$ cat src/nvh_pkg.sv
// Shared constants and carrier types for the nonvolatile SRAM host controller
package nvh_pkg;

    // ------------------------------------------------------------------
    // Pin widths and clock
    // ------------------------------------------------------------------
    localparam int ADDR_MAX = 17;           // Widest organisation, byte-wide
    localparam int DATA_MAX = 16;           // Widest organisation, word-wide
    localparam int CLK_PERIOD_NS = 5;
    localparam int TIMER_W = 23;

    // ------------------------------------------------------------------
    // Timing in printed units and derived cycle counts
    // ------------------------------------------------------------------
    localparam int READ_CYCLE_NS = 25;
    localparam int WRITE_PULSE_NS = 20;
    localparam int STORE_REQUEST_PULSE_NS = 15;
    localparam int NO_STORE_RELEASE_TIME_NS = 25;
    localparam int WRITE_GRACE_TIME_NS = 25;
    localparam int BUSY_DRIVE_HIGH_TIME_NS = 500;
    localparam int POWERUP_RECALL_TIME_MS = 20;
    localparam int STORE_TIME_MS = 8;
    localparam int COMMAND_PROCESS_TIME_US = 100;
    localparam int SOFT_RECALL_TIME_US = 200;

    // Least times round up
    localparam int READ_CYCLES = (READ_CYCLE_NS + CLK_PERIOD_NS - 1) / CLK_PERIOD_NS;
    localparam int WRITE_CYCLES = (WRITE_PULSE_NS + CLK_PERIOD_NS - 1) / CLK_PERIOD_NS;
    localparam int STORE_PULSE_CYCLES =
        (STORE_REQUEST_PULSE_NS + CLK_PERIOD_NS - 1) / CLK_PERIOD_NS;
    // Longest times round down
    localparam int NO_STORE_RELEASE_CYCLES = NO_STORE_RELEASE_TIME_NS / CLK_PERIOD_NS;
    localparam int WRITE_GRACE_CYCLES = WRITE_GRACE_TIME_NS / CLK_PERIOD_NS;
    localparam int BUSY_DRIVE_HIGH_CYCLES = BUSY_DRIVE_HIGH_TIME_NS / CLK_PERIOD_NS;
    localparam int POWERUP_RECALL_CYCLES = POWERUP_RECALL_TIME_MS * 1000000 / CLK_PERIOD_NS;
    localparam int STORE_CYCLES = STORE_TIME_MS * 1000000 / CLK_PERIOD_NS;
    localparam int COMMAND_PROCESS_CYCLES = COMMAND_PROCESS_TIME_US * 1000 / CLK_PERIOD_NS;
    localparam int SOFT_RECALL_CYCLES = SOFT_RECALL_TIME_US * 1000 / CLK_PERIOD_NS;

    // Input synchroniser latency on returning data
    localparam int SYNC_CYCLES = 2;
    // Reads in one software command sequence
    localparam logic [2:0] SOFT_SEQ_LEN = 3'h6;

    // ------------------------------------------------------------------
    // Request kinds and carriers
    // ------------------------------------------------------------------
    typedef enum logic [1:0] {
        CMD_READ = 2'h0,
        CMD_WRITE = 2'h1,
        CMD_SOFT_READ = 2'h2,
        CMD_HW_STORE = 2'h3
    } nvh_cmd_type;

    typedef struct packed {
        nvh_cmd_type kind;
        logic [ADDR_MAX-1:0] addr;
        logic [DATA_MAX-1:0] wdata;
        logic [1:0] byte_en;                // Bit 1 upper lane, bit 0 lower lane
    } nvh_req_type;

    typedef struct packed {
        logic [DATA_MAX-1:0] rdata;
    } nvh_rsp_type;

endpackage

$ cat src/nvh_host.sv
// Host controller that drives a nonvolatile SRAM through its pins
`timescale 1ns/1ps
// How it works
// - Write strobe stays high during reads
// - Busy line left high during accesses
// - Address changes only while deselected
// - Writes framed by select and strobe
// - Byte enables set before strobes fall
// - Six consecutive command reads, strobe high
// - Sixth command read data discarded
// - Store request pulse at least 15 ns
module nvh_host
    import nvh_pkg::*;
#(
    parameter int ADDR_W = 16,
    parameter int DATA_W = 16,
    parameter int POWERUP_WAIT = POWERUP_RECALL_CYCLES,
    parameter int STORE_WAIT = STORE_CYCLES,
    parameter int COMMAND_WAIT = COMMAND_PROCESS_CYCLES + SOFT_RECALL_CYCLES
) (
    input wire logic mclk,
    input wire logic sys_rst,
    input wire logic req_valid,
    input wire nvh_pkg::nvh_req_type req,
    output logic req_ready,
    output logic rsp_valid,
    output nvh_pkg::nvh_rsp_type rsp,
    output logic nv_busy,
    output logic ce_n,
    output logic we_n,
    output logic oe_n,
    output logic upper_byte_enable_n,
    output logic lower_byte_enable_n,
    output logic [nvh_pkg::ADDR_MAX-1:0] addr,
    output logic [nvh_pkg::DATA_MAX-1:0] dq_out,
    output logic dq_oe_n,
    input wire logic [nvh_pkg::DATA_MAX-1:0] dq_in,
    output logic hw_store_busy_n_out,
    output logic hw_store_busy_n_oe_n,
    input wire logic hw_store_busy_n_in
);
    // ------------------------------------------------------------------
    // Elaboration checks
    // ------------------------------------------------------------------
    if (!((DATA_W == 8 && ADDR_W == 17) || (DATA_W == 16 && ADDR_W == 16))) begin : g_bad_org
        $error("nvh_host: organisation must be 17x8 or 16x16");
    end
    if (POWERUP_WAIT < 1 || STORE_WAIT < 1 || COMMAND_WAIT < 1 ||
        POWERUP_WAIT >= (1 << TIMER_W) || STORE_WAIT >= (1 << TIMER_W) ||
        COMMAND_WAIT >= (1 << TIMER_W)) begin : g_bad_wait
        $error("nvh_host: wait counts out of timer range");
    end

    localparam logic [TIMER_W-1:0] T_POWERUP = TIMER_W'(POWERUP_WAIT);
    localparam logic [TIMER_W-1:0] T_STORE = TIMER_W'(STORE_WAIT);
    localparam logic [TIMER_W-1:0] T_COMMAND = TIMER_W'(COMMAND_WAIT);
    localparam logic [TIMER_W-1:0] T_READ = TIMER_W'(READ_CYCLES + SYNC_CYCLES - 1);
    localparam logic [TIMER_W-1:0] T_WRITE = TIMER_W'(WRITE_CYCLES - 1);
    localparam logic [TIMER_W-1:0] T_PULSE = TIMER_W'(STORE_PULSE_CYCLES - 1);
    localparam logic [TIMER_W-1:0] T_RELEASE =
        TIMER_W'(NO_STORE_RELEASE_CYCLES + WRITE_GRACE_CYCLES);
    localparam logic [TIMER_W-1:0] T_SETTLE = TIMER_W'(BUSY_DRIVE_HIGH_CYCLES);

    typedef enum logic [7:0] {
        ST_POWERUP = 8'h01,
        ST_IDLE = 8'h02,
        ST_SETUP = 8'h04,
        ST_STROBE = 8'h08,
        ST_HOLD = 8'h10,
        ST_PULSE = 8'h20,
        ST_NVWAIT = 8'h40,
        ST_SETTLE = 8'h80
    } nvh_state_type;

    // ------------------------------------------------------------------
    // State
    // ------------------------------------------------------------------
    nvh_state_type state, next_state;
    nvh_req_type cur, next_cur;
    logic [2:0] soft_count, next_soft_count;
    logic wait_phase, next_wait_phase;
    logic next_req_ready, next_rsp_valid, next_nv_busy;
    nvh_rsp_type next_rsp;
    logic next_ce_n, next_we_n, next_oe_n;
    logic next_upper_byte_enable_n, next_lower_byte_enable_n;
    logic [ADDR_MAX-1:0] next_addr;
    logic [DATA_MAX-1:0] next_dq_out;
    logic next_dq_oe_n, next_busy_oe_n;
    logic timer_load;
    logic [TIMER_W-1:0] timer_value;
    logic timer_expired;
    logic busy_meta, busy_sync;
    logic [DATA_MAX-1:0] dq_meta, dq_sync;

    // ------------------------------------------------------------------
    // Pin input synchronisers
    // ------------------------------------------------------------------
    always_ff @(posedge mclk or posedge sys_rst) begin
        if (sys_rst) begin
            busy_meta <= 1'h1;
            busy_sync <= 1'h1;
            dq_meta <= 16'h0000;
            dq_sync <= 16'h0000;
        end else begin
            busy_meta <= hw_store_busy_n_in;
            busy_sync <= busy_meta;
            dq_meta <= dq_in;
            dq_sync <= dq_meta;
        end
    end

    // Shared wait timer, loaded with the power-up recall wait at reset
    nvh_timer #(
        .WIDTH(TIMER_W),
        .RESET_VALUE(T_POWERUP)
    ) u_timer (
        .mclk(mclk),
        .sys_rst(sys_rst),
        .load(timer_load),
        .value(timer_value),
        .expired(timer_expired)
    );

    // ------------------------------------------------------------------
    // Access sequencer
    // ------------------------------------------------------------------
    always_comb begin
        next_state = state;
        next_cur = cur;
        next_soft_count = soft_count;
        next_wait_phase = wait_phase;
        next_req_ready = 1'h0;
        next_rsp_valid = 1'h0;
        next_rsp = rsp;
        next_nv_busy = nv_busy;
        next_ce_n = ce_n;
        next_we_n = we_n;
        next_oe_n = oe_n;
        next_upper_byte_enable_n = upper_byte_enable_n;
        next_lower_byte_enable_n = lower_byte_enable_n;
        next_addr = addr;
        next_dq_out = dq_out;
        next_dq_oe_n = dq_oe_n;
        next_busy_oe_n = hw_store_busy_n_oe_n;
        timer_load = 1'h0;
        timer_value = T_STORE;
        unique case (state)
            ST_POWERUP: begin
                // Hold off until recall time has passed and busy is high
                if (timer_expired && busy_sync) begin
                    next_state = ST_IDLE;
                    next_req_ready = 1'h1;
                    next_nv_busy = 1'h0;
                end
            end
            ST_IDLE: begin
                next_req_ready = 1'h1;
                if (req_valid && req_ready) begin
                    next_req_ready = 1'h0;
                    next_cur = req;
                    if (req.kind == CMD_HW_STORE) begin
                        next_soft_count = 3'h0;
                        next_busy_oe_n = 1'h0;
                        next_nv_busy = 1'h1;
                        timer_load = 1'h1;
                        timer_value = T_PULSE;
                        next_state = ST_PULSE;
                    end else begin
                        // Address and lanes settle while the chip is deselected
                        next_addr = req.addr;
                        if (DATA_W == 8) begin
                            next_lower_byte_enable_n = 1'h0;
                            next_upper_byte_enable_n = 1'h1;
                        end else begin
                            next_lower_byte_enable_n = ~req.byte_en[0];
                            next_upper_byte_enable_n = ~req.byte_en[1];
                        end
                        next_dq_out = req.wdata;
                        next_dq_oe_n = (req.kind != CMD_WRITE);
                        if (req.kind != CMD_SOFT_READ) begin
                            next_soft_count = 3'h0;
                        end
                        next_state = ST_SETUP;
                    end
                end
            end
            ST_SETUP: begin
                // Select and the strobe fall together, never strobe first
                next_ce_n = 1'h0;
                if (cur.kind == CMD_WRITE) begin
                    next_we_n = 1'h0;
                    timer_value = T_WRITE;
                end else begin
                    next_oe_n = 1'h0;
                    timer_value = T_READ;
                end
                timer_load = 1'h1;
                next_state = ST_STROBE;
            end
            ST_STROBE: begin
                if (timer_expired) begin
                    next_ce_n = 1'h1;
                    next_we_n = 1'h1;
                    next_oe_n = 1'h1;
                    next_rsp.rdata = dq_sync;
                    if (DATA_W == 8) begin
                        next_rsp.rdata[15:8] = 8'h00;
                    end
                    next_state = ST_HOLD;
                end
            end
            ST_HOLD: begin
                // Data released one cycle after the strobe rose
                next_dq_oe_n = 1'h1;
                next_state = ST_IDLE;
                next_req_ready = 1'h1;
                if (cur.kind == CMD_READ) begin
                    next_rsp_valid = 1'h1;
                end else if (cur.kind == CMD_SOFT_READ) begin
                    if (soft_count == SOFT_SEQ_LEN - 3'h1) begin
                        // Sixth read completes the sequence; its data are dropped
                        next_soft_count = 3'h0;
                        next_nv_busy = 1'h1;
                        next_wait_phase = 1'h0;
                        timer_load = 1'h1;
                        timer_value = T_COMMAND;
                        next_req_ready = 1'h0;
                        next_state = ST_NVWAIT;
                    end else begin
                        next_soft_count = soft_count + 3'h1;
                        next_rsp_valid = 1'h1;
                    end
                end
            end
            ST_PULSE: begin
                if (timer_expired) begin
                    // Release the line; the device now owns it
                    next_busy_oe_n = 1'h1;
                    next_wait_phase = 1'h0;
                    timer_load = 1'h1;
                    timer_value = T_RELEASE;
                    next_state = ST_NVWAIT;
                end
            end
            ST_NVWAIT: begin
                if (!wait_phase) begin
                    if (timer_expired) begin
                        next_wait_phase = 1'h1;
                        timer_load = 1'h1;
                        timer_value = T_STORE;
                    end
                end else if (busy_sync || timer_expired) begin
                    timer_load = 1'h1;
                    timer_value = T_SETTLE;
                    next_state = ST_SETTLE;
                end
            end
            ST_SETTLE: begin
                if (timer_expired && busy_sync) begin
                    next_nv_busy = 1'h0;
                    next_req_ready = 1'h1;
                    next_state = ST_IDLE;
                end
            end
        endcase
    end

    // Register sequencer state and every pin
    always_ff @(posedge mclk or posedge sys_rst) begin
        if (sys_rst) begin
            state <= ST_POWERUP;
            cur <= '0;
            soft_count <= 3'h0;
            wait_phase <= 1'h0;
            req_ready <= 1'h0;
            rsp_valid <= 1'h0;
            rsp <= '0;
            nv_busy <= 1'h1;
            ce_n <= 1'h1;
            we_n <= 1'h1;
            oe_n <= 1'h1;
            upper_byte_enable_n <= 1'h1;
            lower_byte_enable_n <= 1'h1;
            addr <= 17'h0_0000;
            dq_out <= 16'h0000;
            dq_oe_n <= 1'h1;
            hw_store_busy_n_out <= 1'h0; // Only ever pulls low
            hw_store_busy_n_oe_n <= 1'h1;
        end else begin
            state <= next_state;
            cur <= next_cur;
            soft_count <= next_soft_count;
            wait_phase <= next_wait_phase;
            req_ready <= next_req_ready;
            rsp_valid <= next_rsp_valid;
            rsp <= next_rsp;
            nv_busy <= next_nv_busy;
            ce_n <= next_ce_n;
            we_n <= next_we_n;
            oe_n <= next_oe_n;
            upper_byte_enable_n <= next_upper_byte_enable_n;
            lower_byte_enable_n <= next_lower_byte_enable_n;
            addr <= next_addr;
            dq_out <= next_dq_out;
            dq_oe_n <= next_dq_oe_n;
            hw_store_busy_n_out <= 1'h0;
            hw_store_busy_n_oe_n <= next_busy_oe_n;
        end
    end
endmodule

$ cat src/nvh_timer.sv
// Loadable down-counter used for every wait of the host controller
`timescale 1ns/1ps
module nvh_timer #(
    parameter int WIDTH = 23,
    parameter logic [WIDTH-1:0] RESET_VALUE = '0
) (
    input wire logic mclk,
    input wire logic sys_rst,
    input wire logic load,
    input wire logic [WIDTH-1:0] value,
    output logic expired
);
    logic [WIDTH-1:0] count;
    logic [WIDTH-1:0] next_count;

    // Load wins; otherwise count down and stop at zero
    always_comb begin
        next_count = count;
        if (load) begin
            next_count = value;
        end else if (count != '0) begin
            next_count = count - {{(WIDTH-1){1'b0}}, 1'b1};
        end
    end

    always_ff @(posedge mclk or posedge sys_rst) begin
        if (sys_rst) begin
            count <= RESET_VALUE;
        end else begin
            count <= next_count;
        end
    end

    assign expired = (count == '0);
endmodule
$ cat config.mk
export PLATFORM = sky130hd
export DESIGN_NAME = nvh_host
export DESIGN_NICKNAME = d
export VERILOG_FILES = /design/src/nvh_pkg.sv /design/src/nvh_host.sv /design/src/nvh_timer.sv
export SDC_FILE = /design/constraint.sdc
export NUM_CORES = 1
export LEC_CHECK = 0
export BUFFER_PORTS_ARGS = -buffer_cell sky130_fd_sc_hd__clkbuf_2
export CAP_MARGIN = 20
export CORE_ASPECT_RATIO = 1.25
export CORE_MARGIN = 4
export CORE_UTILIZATION = 60
export CTS_BUF_LIST = sky130_fd_sc_hd__clkbuf_2 sky130_fd_sc_hd__clkbuf_4 sky130_fd_sc_hd__clkbuf_8
export DETAILED_ROUTE_END_ITERATION = 7
export PLACE_DENSITY_LB_ADDON = 0.25
export SYNTH_ARGS = -nofsm -noshare
export SYNTH_HDL_FRONTEND = slang
export SYNTH_SLANG_ARGS = --single-unit
$ cat constraint.sdc
create_clock -name mclk -period 8 [get_ports mclk]
set_input_delay 0.8 -clock mclk [delete_from_list [all_inputs] [get_ports mclk]]
set_output_delay 0.8 -clock mclk [all_outputs]
set_load 0.01 [all_outputs]
Word level (Yosys, flattened, before mapping). Index checks and enable logic that the tools add are counted.

Register bits after elaboration: 130. Output and inout port bits: 60.

Add/subtract/negate cells: 2. Eq/ne operators: 28. Multiplexer cells: 73. Bitwise gates (word level): 3. Reduce and logical (&&, ||, !) cells: 25.

Operators with widths (count): 21-bit 2-to-1 mux (8); 21-bit one-hot mux with 5 select lines (1); 8-bit one-hot mux with 7 select lines (1); 8-bit 2-to-1 mux (6); 23-bit 2-to-1 mux (2); 1-bit 2-to-1 mux (34); 2-bit != test, second input constant (13); 23-bit zero test (1); 23-bit nonzero test (1); 23-bit by 1-bit subtractor with 23-bit output, second input constant (1); 3-bit 2-to-1 mux (7); 7-bit 2-to-1 mux (3); 3-bit AND reduction (4); 1-bit one-hot mux with 2 select lines (5); 5-bit AND reduction (2); 1-bit one-hot mux with 3 select lines (3); 8-bit by 1-bit equality test with 1-bit output, second input constant (1); 8-bit by 2-bit equality test with 1-bit output, second input constant (1); 8-bit by 3-bit equality test with 1-bit output, second input constant (1); 8-bit by 4-bit equality test with 1-bit output, second input constant (1); 8-bit by 5-bit equality test with 1-bit output, second input constant (1); 8-bit by 6-bit equality test with 1-bit output, second input constant (1); 8-bit by 7-bit equality test with 1-bit output, second input constant (1); 8-bit equality test, second input constant (1); 20 further kinds (31).

Logic depth before layout (Yosys ltp).
Depth in word-level cells: 6. Mapped depth: 9.

Cells and area by module. Synthesis repeated with hierarchy kept, for this count alone.

Cells, all modules: 431. Area total of the unflattened synthesis: 5499.0 um^2.

Modules (own cells, without submodules): nvh_host (instances 1, cells an instance 282, area each 4088.9 um^2, seq. area each 2691.3 um^2); nvh_timer (instances 1, cells an instance 149, area each 1410.1 um^2, seq. area each 584.3 um^2).

Worst setup path after synthesis. No wires, ideal clock.

Path kind: reg-to-reg. Start point: register u_timer.count[0]. End point: register rsp[0] in the netlist's numbering. Library setup time: 127 ps. Data arrival time: 2323 ps. Required time: 7873 ps. Setup slack: 5549 ps. Cell stages (with the launch flop): 10. Buffers on the path: 2. Path through: dfrtp_1 > inv_1 > ha_1 > nor4b_1 > and4b_1 > buf_2 > nand2_2 > nor2_4 > buf_6 > mux2_1.

Longest elaborated chain between the ends: 2.

RTL lines: from (decl) (line nvh_timer.sv:13) `logic [WIDTH-1:0] count;`; from (signal assigned) (line nvh_timer.sv:30) `count <= next_count;`; 23-bit zero test (line nvh_timer.sv:34) `assign expired = (count == '0);`; 2-bit AND reduction (no source line); to (signal assigned) (line nvh_host.sv:296) `rsp <= next_rsp;`; to (decl) (line nvh_host.sv:27) `output nvh_pkg::nvh_rsp_type rsp,`.

No other way between the ends. A chain may end at the register's enable or synchronous reset.

Final worst setup path.
Start point: register u_timer.count[0]. End point: register rsp[13] in the netlist's numbering.

The elaborated chain is that of the path after synthesis.

==> impl_metrics.json <==
{
  "status": "complete, no violations",
  "fp.dieH_um": 113,
  "cts_tree": "built",
  "power_mw": 2.16,
  "yosys_warnings": 0,
  "final_net_count": 585,
  "initial_core_util": 0.610,
  "hold_class": "reg -> reg",
  "grt_pass1_wl_mm": 19.4,
  "skew_ps": 10.2,
  "io_pins": 117,
  "postSynth.asyncResetShare": 1.00,
  "synth_edf_count": 0,
  "critPathCaptureType": "register",
  "timing_worst_setup_path_type": "reg -> reg",
  "clockRootBuffer": "clkbuf_8",
  "period_needed_ps": 2990,
  "required_ps": 8320,
  "layout.filler_cells": 610,
  "wl_per_cell_um": 18.4,
  "cpLargestDelayFamily": "simple AND/OR/NAND/NOR gates",
  "htree_levels": 4,
  "fin_ws_ps": 5010,
  "grt_max_degree": 85,
  "grtUsageTotal": 0.239,
  "clock-sinks": 130,
  "post_cts_resized": 0,
  "synth_seq_area_share": 0.621,
  "fin_setup_tns_ps": 0,
  "totalWireLength_mm": 12.1,
  "cts_setup_buffers": 0,
  "die_area_um2": 10400,
  "placed_cells": 626,
  "worst_ep_arrival_time_ps": 3310,
  "synthesis.area_um2": 5280,
  "hold_ws_ps": 352,
  "critPathBufInv": 1,
  "area_delta_synth_final_pct": 22.2,
  "multi_input_area_um2": 1920,
  "routed_via_density": 5.80,
  "drive_above_1_share": 0.420,
  "cp_slowest_stage_delay_ps": 530,
  "place.gp.congestion": 0.905,
  "cts_buffer_depth": 2,
  "worst_pin_slew_ps": 799,
  "rsz0062_at_grt": "no",
  "synth_ff_type": "dfrtp_1",
  "dp_hpwl_mm": 8.21,
  "slew_violations": 0,
  "hold_buffers": 0,
  "overflow": 0,
  "power_density_nw_per_um2": 335,
  "numCtsBuffers": 17,
  "drt_iter0_drc": 314,
  "numPortBuffers": 115,
  "worstSetupStartpointType": "register",
  "cp_cell_sequence": "inv_1 -> ha_1 -> nor4b_1 -> and4b_1 -> nand2_2 -> nor2_4 -> mux2_2",
  "netlist_instances": 398,
  "num_rows": 38,
  "clk_pin_slew_ps": 80,
  "hold_viol_final": 0,
  "cp_slowest_cell": "nor4b_1",
  "antenna_found_initial": 0,
  "via_count": 3831,
  "relSlewSlack": 0.463,
  "ys_ff_latch": 130,
  "die_x_um": 91.9,
  "fin_crit_sh": 0.374,
  "seq_area_um2": 3280,
  "core_area_um2": 8650,
  "dp_slack_ps": 4920,
  "clk_latency_ps": 440,
  "avgSynthCellArea_um2": 13.3,
  "max_clock_freq_mhz": 335,
  "firstDrtPassIters": 7,
  "layoutNonFillerInstCount": 660,
  "route.detailed.drc": 0,
  "n_antenna_cell": 0,
  "setup_viol": 0,
  "first_global_vias": 4003,
  "yosysUniqueCellTypes": 67,
  "path_max_fanout": 19,
  "p_leak_nw": 3.16,
  "vdd_drop_max_uv": 190,
  "ant_nets": 0,
  "drv_cap": 0,
  "syn_nets": 456
}
-- worst paths after layout --
path / end / from / cells after the start / slack, ps
max in group asynchronous: u_timer.count[18] / sys_rst / 4 / 6560
worst max register to register: rsp[13] / u_timer.count[0] / 7 / 5010
worst min register to register: dq_sync[3] / dq_meta[3] / 0 / 350
worst min-delay path: dq_sync[3] / dq_meta[3] / 0 / 350
min in group asynchronous: dq_out[15] / sys_rst / 2 / 410
worst max-delay path: rsp[13] / u_timer.count[0] / 7 / 5010
-- power breakdown --
group          internal (mW)  leakage, nW  switching, mW
combinational          0.267         1.28          0.391
sequential             0.790         1.66          0.105
clock                  0.319        0.216          0.287
total                   1.38         3.16          0.783
-- placed cells by master, fill, tap and decap left out, types with 7 or more instances in the layout --
| cell | synthesis | routed |
|---|---|---|
| clkbuf_2 | 0 | 115 |
| clkbuf_8 | 0 | 17 |
| dfrtp_1 | 112 | 112 |
| dfstp_2 | 18 | 18 |
| inv_1 | 8 | 7 |
| mux2_1 | 7 | 7 |
| mux2_2 | 44 | 44 |
| nand2_1 | 13 | 13 |
| nand2b_1 | 7 | 7 |
| nor2_1 | 24 | 24 |
| o211ai_1 | 7 | 7 |
| o21ai_0 | 17 | 17 |
| o22ai_1 | 8 | 8 |
| xnor2_1 | 15 | 15 |
-- registers in the layout, indices dropped and copies added, names as in the netlist --
signal,cells
oe_n,1
dq_sync,16
busy_meta,1
busy_sync,1
u_timer.count,23
upper_byte_enable_n,1
nv_busy,1
addr,17
we_n,1
lower_byte_enable_n,1
hw_store_busy_n_oe_n,1
dq_out,16
state,8
rsp,16
dq_oe_n,1
dq_meta,16
ce_n,1
cur,2
soft_count,3
req_ready,1
wait_phase,1
rsp_valid,1
-- Yosys cell counts (2+ instances only) --
master,count,share of area
a2111oi_0,2,0.0033
a211oi_1,4,0.0057
a21oi_1,4,0.0038
a31oi_1,4,0.0047
and2_1,3,0.0036
and3_1,3,0.0036
and4b_1,2,0.0038
buf_2,4,0.0038
dfrtp_1,112,0.53
dfstp_2,18,0.090
inv_1,8,0.0057
mux2_1,7,0.015
mux2_2,44,0.094
nand2_1,13,0.0093
nand2b_1,7,0.0083
nand3_1,5,0.0047
nand4_1,4,0.0047
nand4b_1,3,0.0050
nor2_1,24,0.017
nor2b_1,6,0.0071
nor3_1,6,0.0057
nor4_1,6,0.0071
nor4_2,2,0.0047
o2111ai_1,3,0.0050
o211ai_1,7,0.010
o21a_1,3,0.0043
o21ai_0,17,0.016
o221ai_1,2,0.0033
o22a_1,2,0.0033
o22ai_1,8,0.0095
o2bb2ai_1,3,0.0050
or2_2,3,0.0036
or3_1,5,0.0059
or4_1,3,0.0043
xnor2_1,15,0.025
xor2_1,5,0.0083
-- cell families after synthesis --
logic type | synth area share
flops | 0.621
simple gates | 0.116
compound gates | 0.103
mux | 0.109
xor+xnor | 0.0332
buf+inv | 0.0145
fa+ha+maj | 0.00237
other cells | 0.000711
-- final cells by class --
type	instances	area share
Timing Repair Buffer	118	0.0990
Clock buffer	17	0.0363
Tap cell	120	0.0233
Inverter	8	0.00504
Multi-Input combinational cell	252	0.298
Sequential cell	130	0.508
Clock inverter	15	0.0303
-- metal layers --
metal,GRT usage,vias to the layer above,share of wire
li1,-,1724,-
met1,0.281,1909,0.38
met2,0.401,168,0.52
met3,0.0771,30,0.074
met4,0.110,0,0.024
met5,0,-,0
-- stage by stage --
step	utilization	area, um2
after global routing	0.745	6450
after CTS	0.739	6390
after global placement	0.689	5960
final	0.745	6450
after detailed placement	0.689	5960
after floorplan	-	5280
Note: power is estimated with default switching activity, not from simulation.
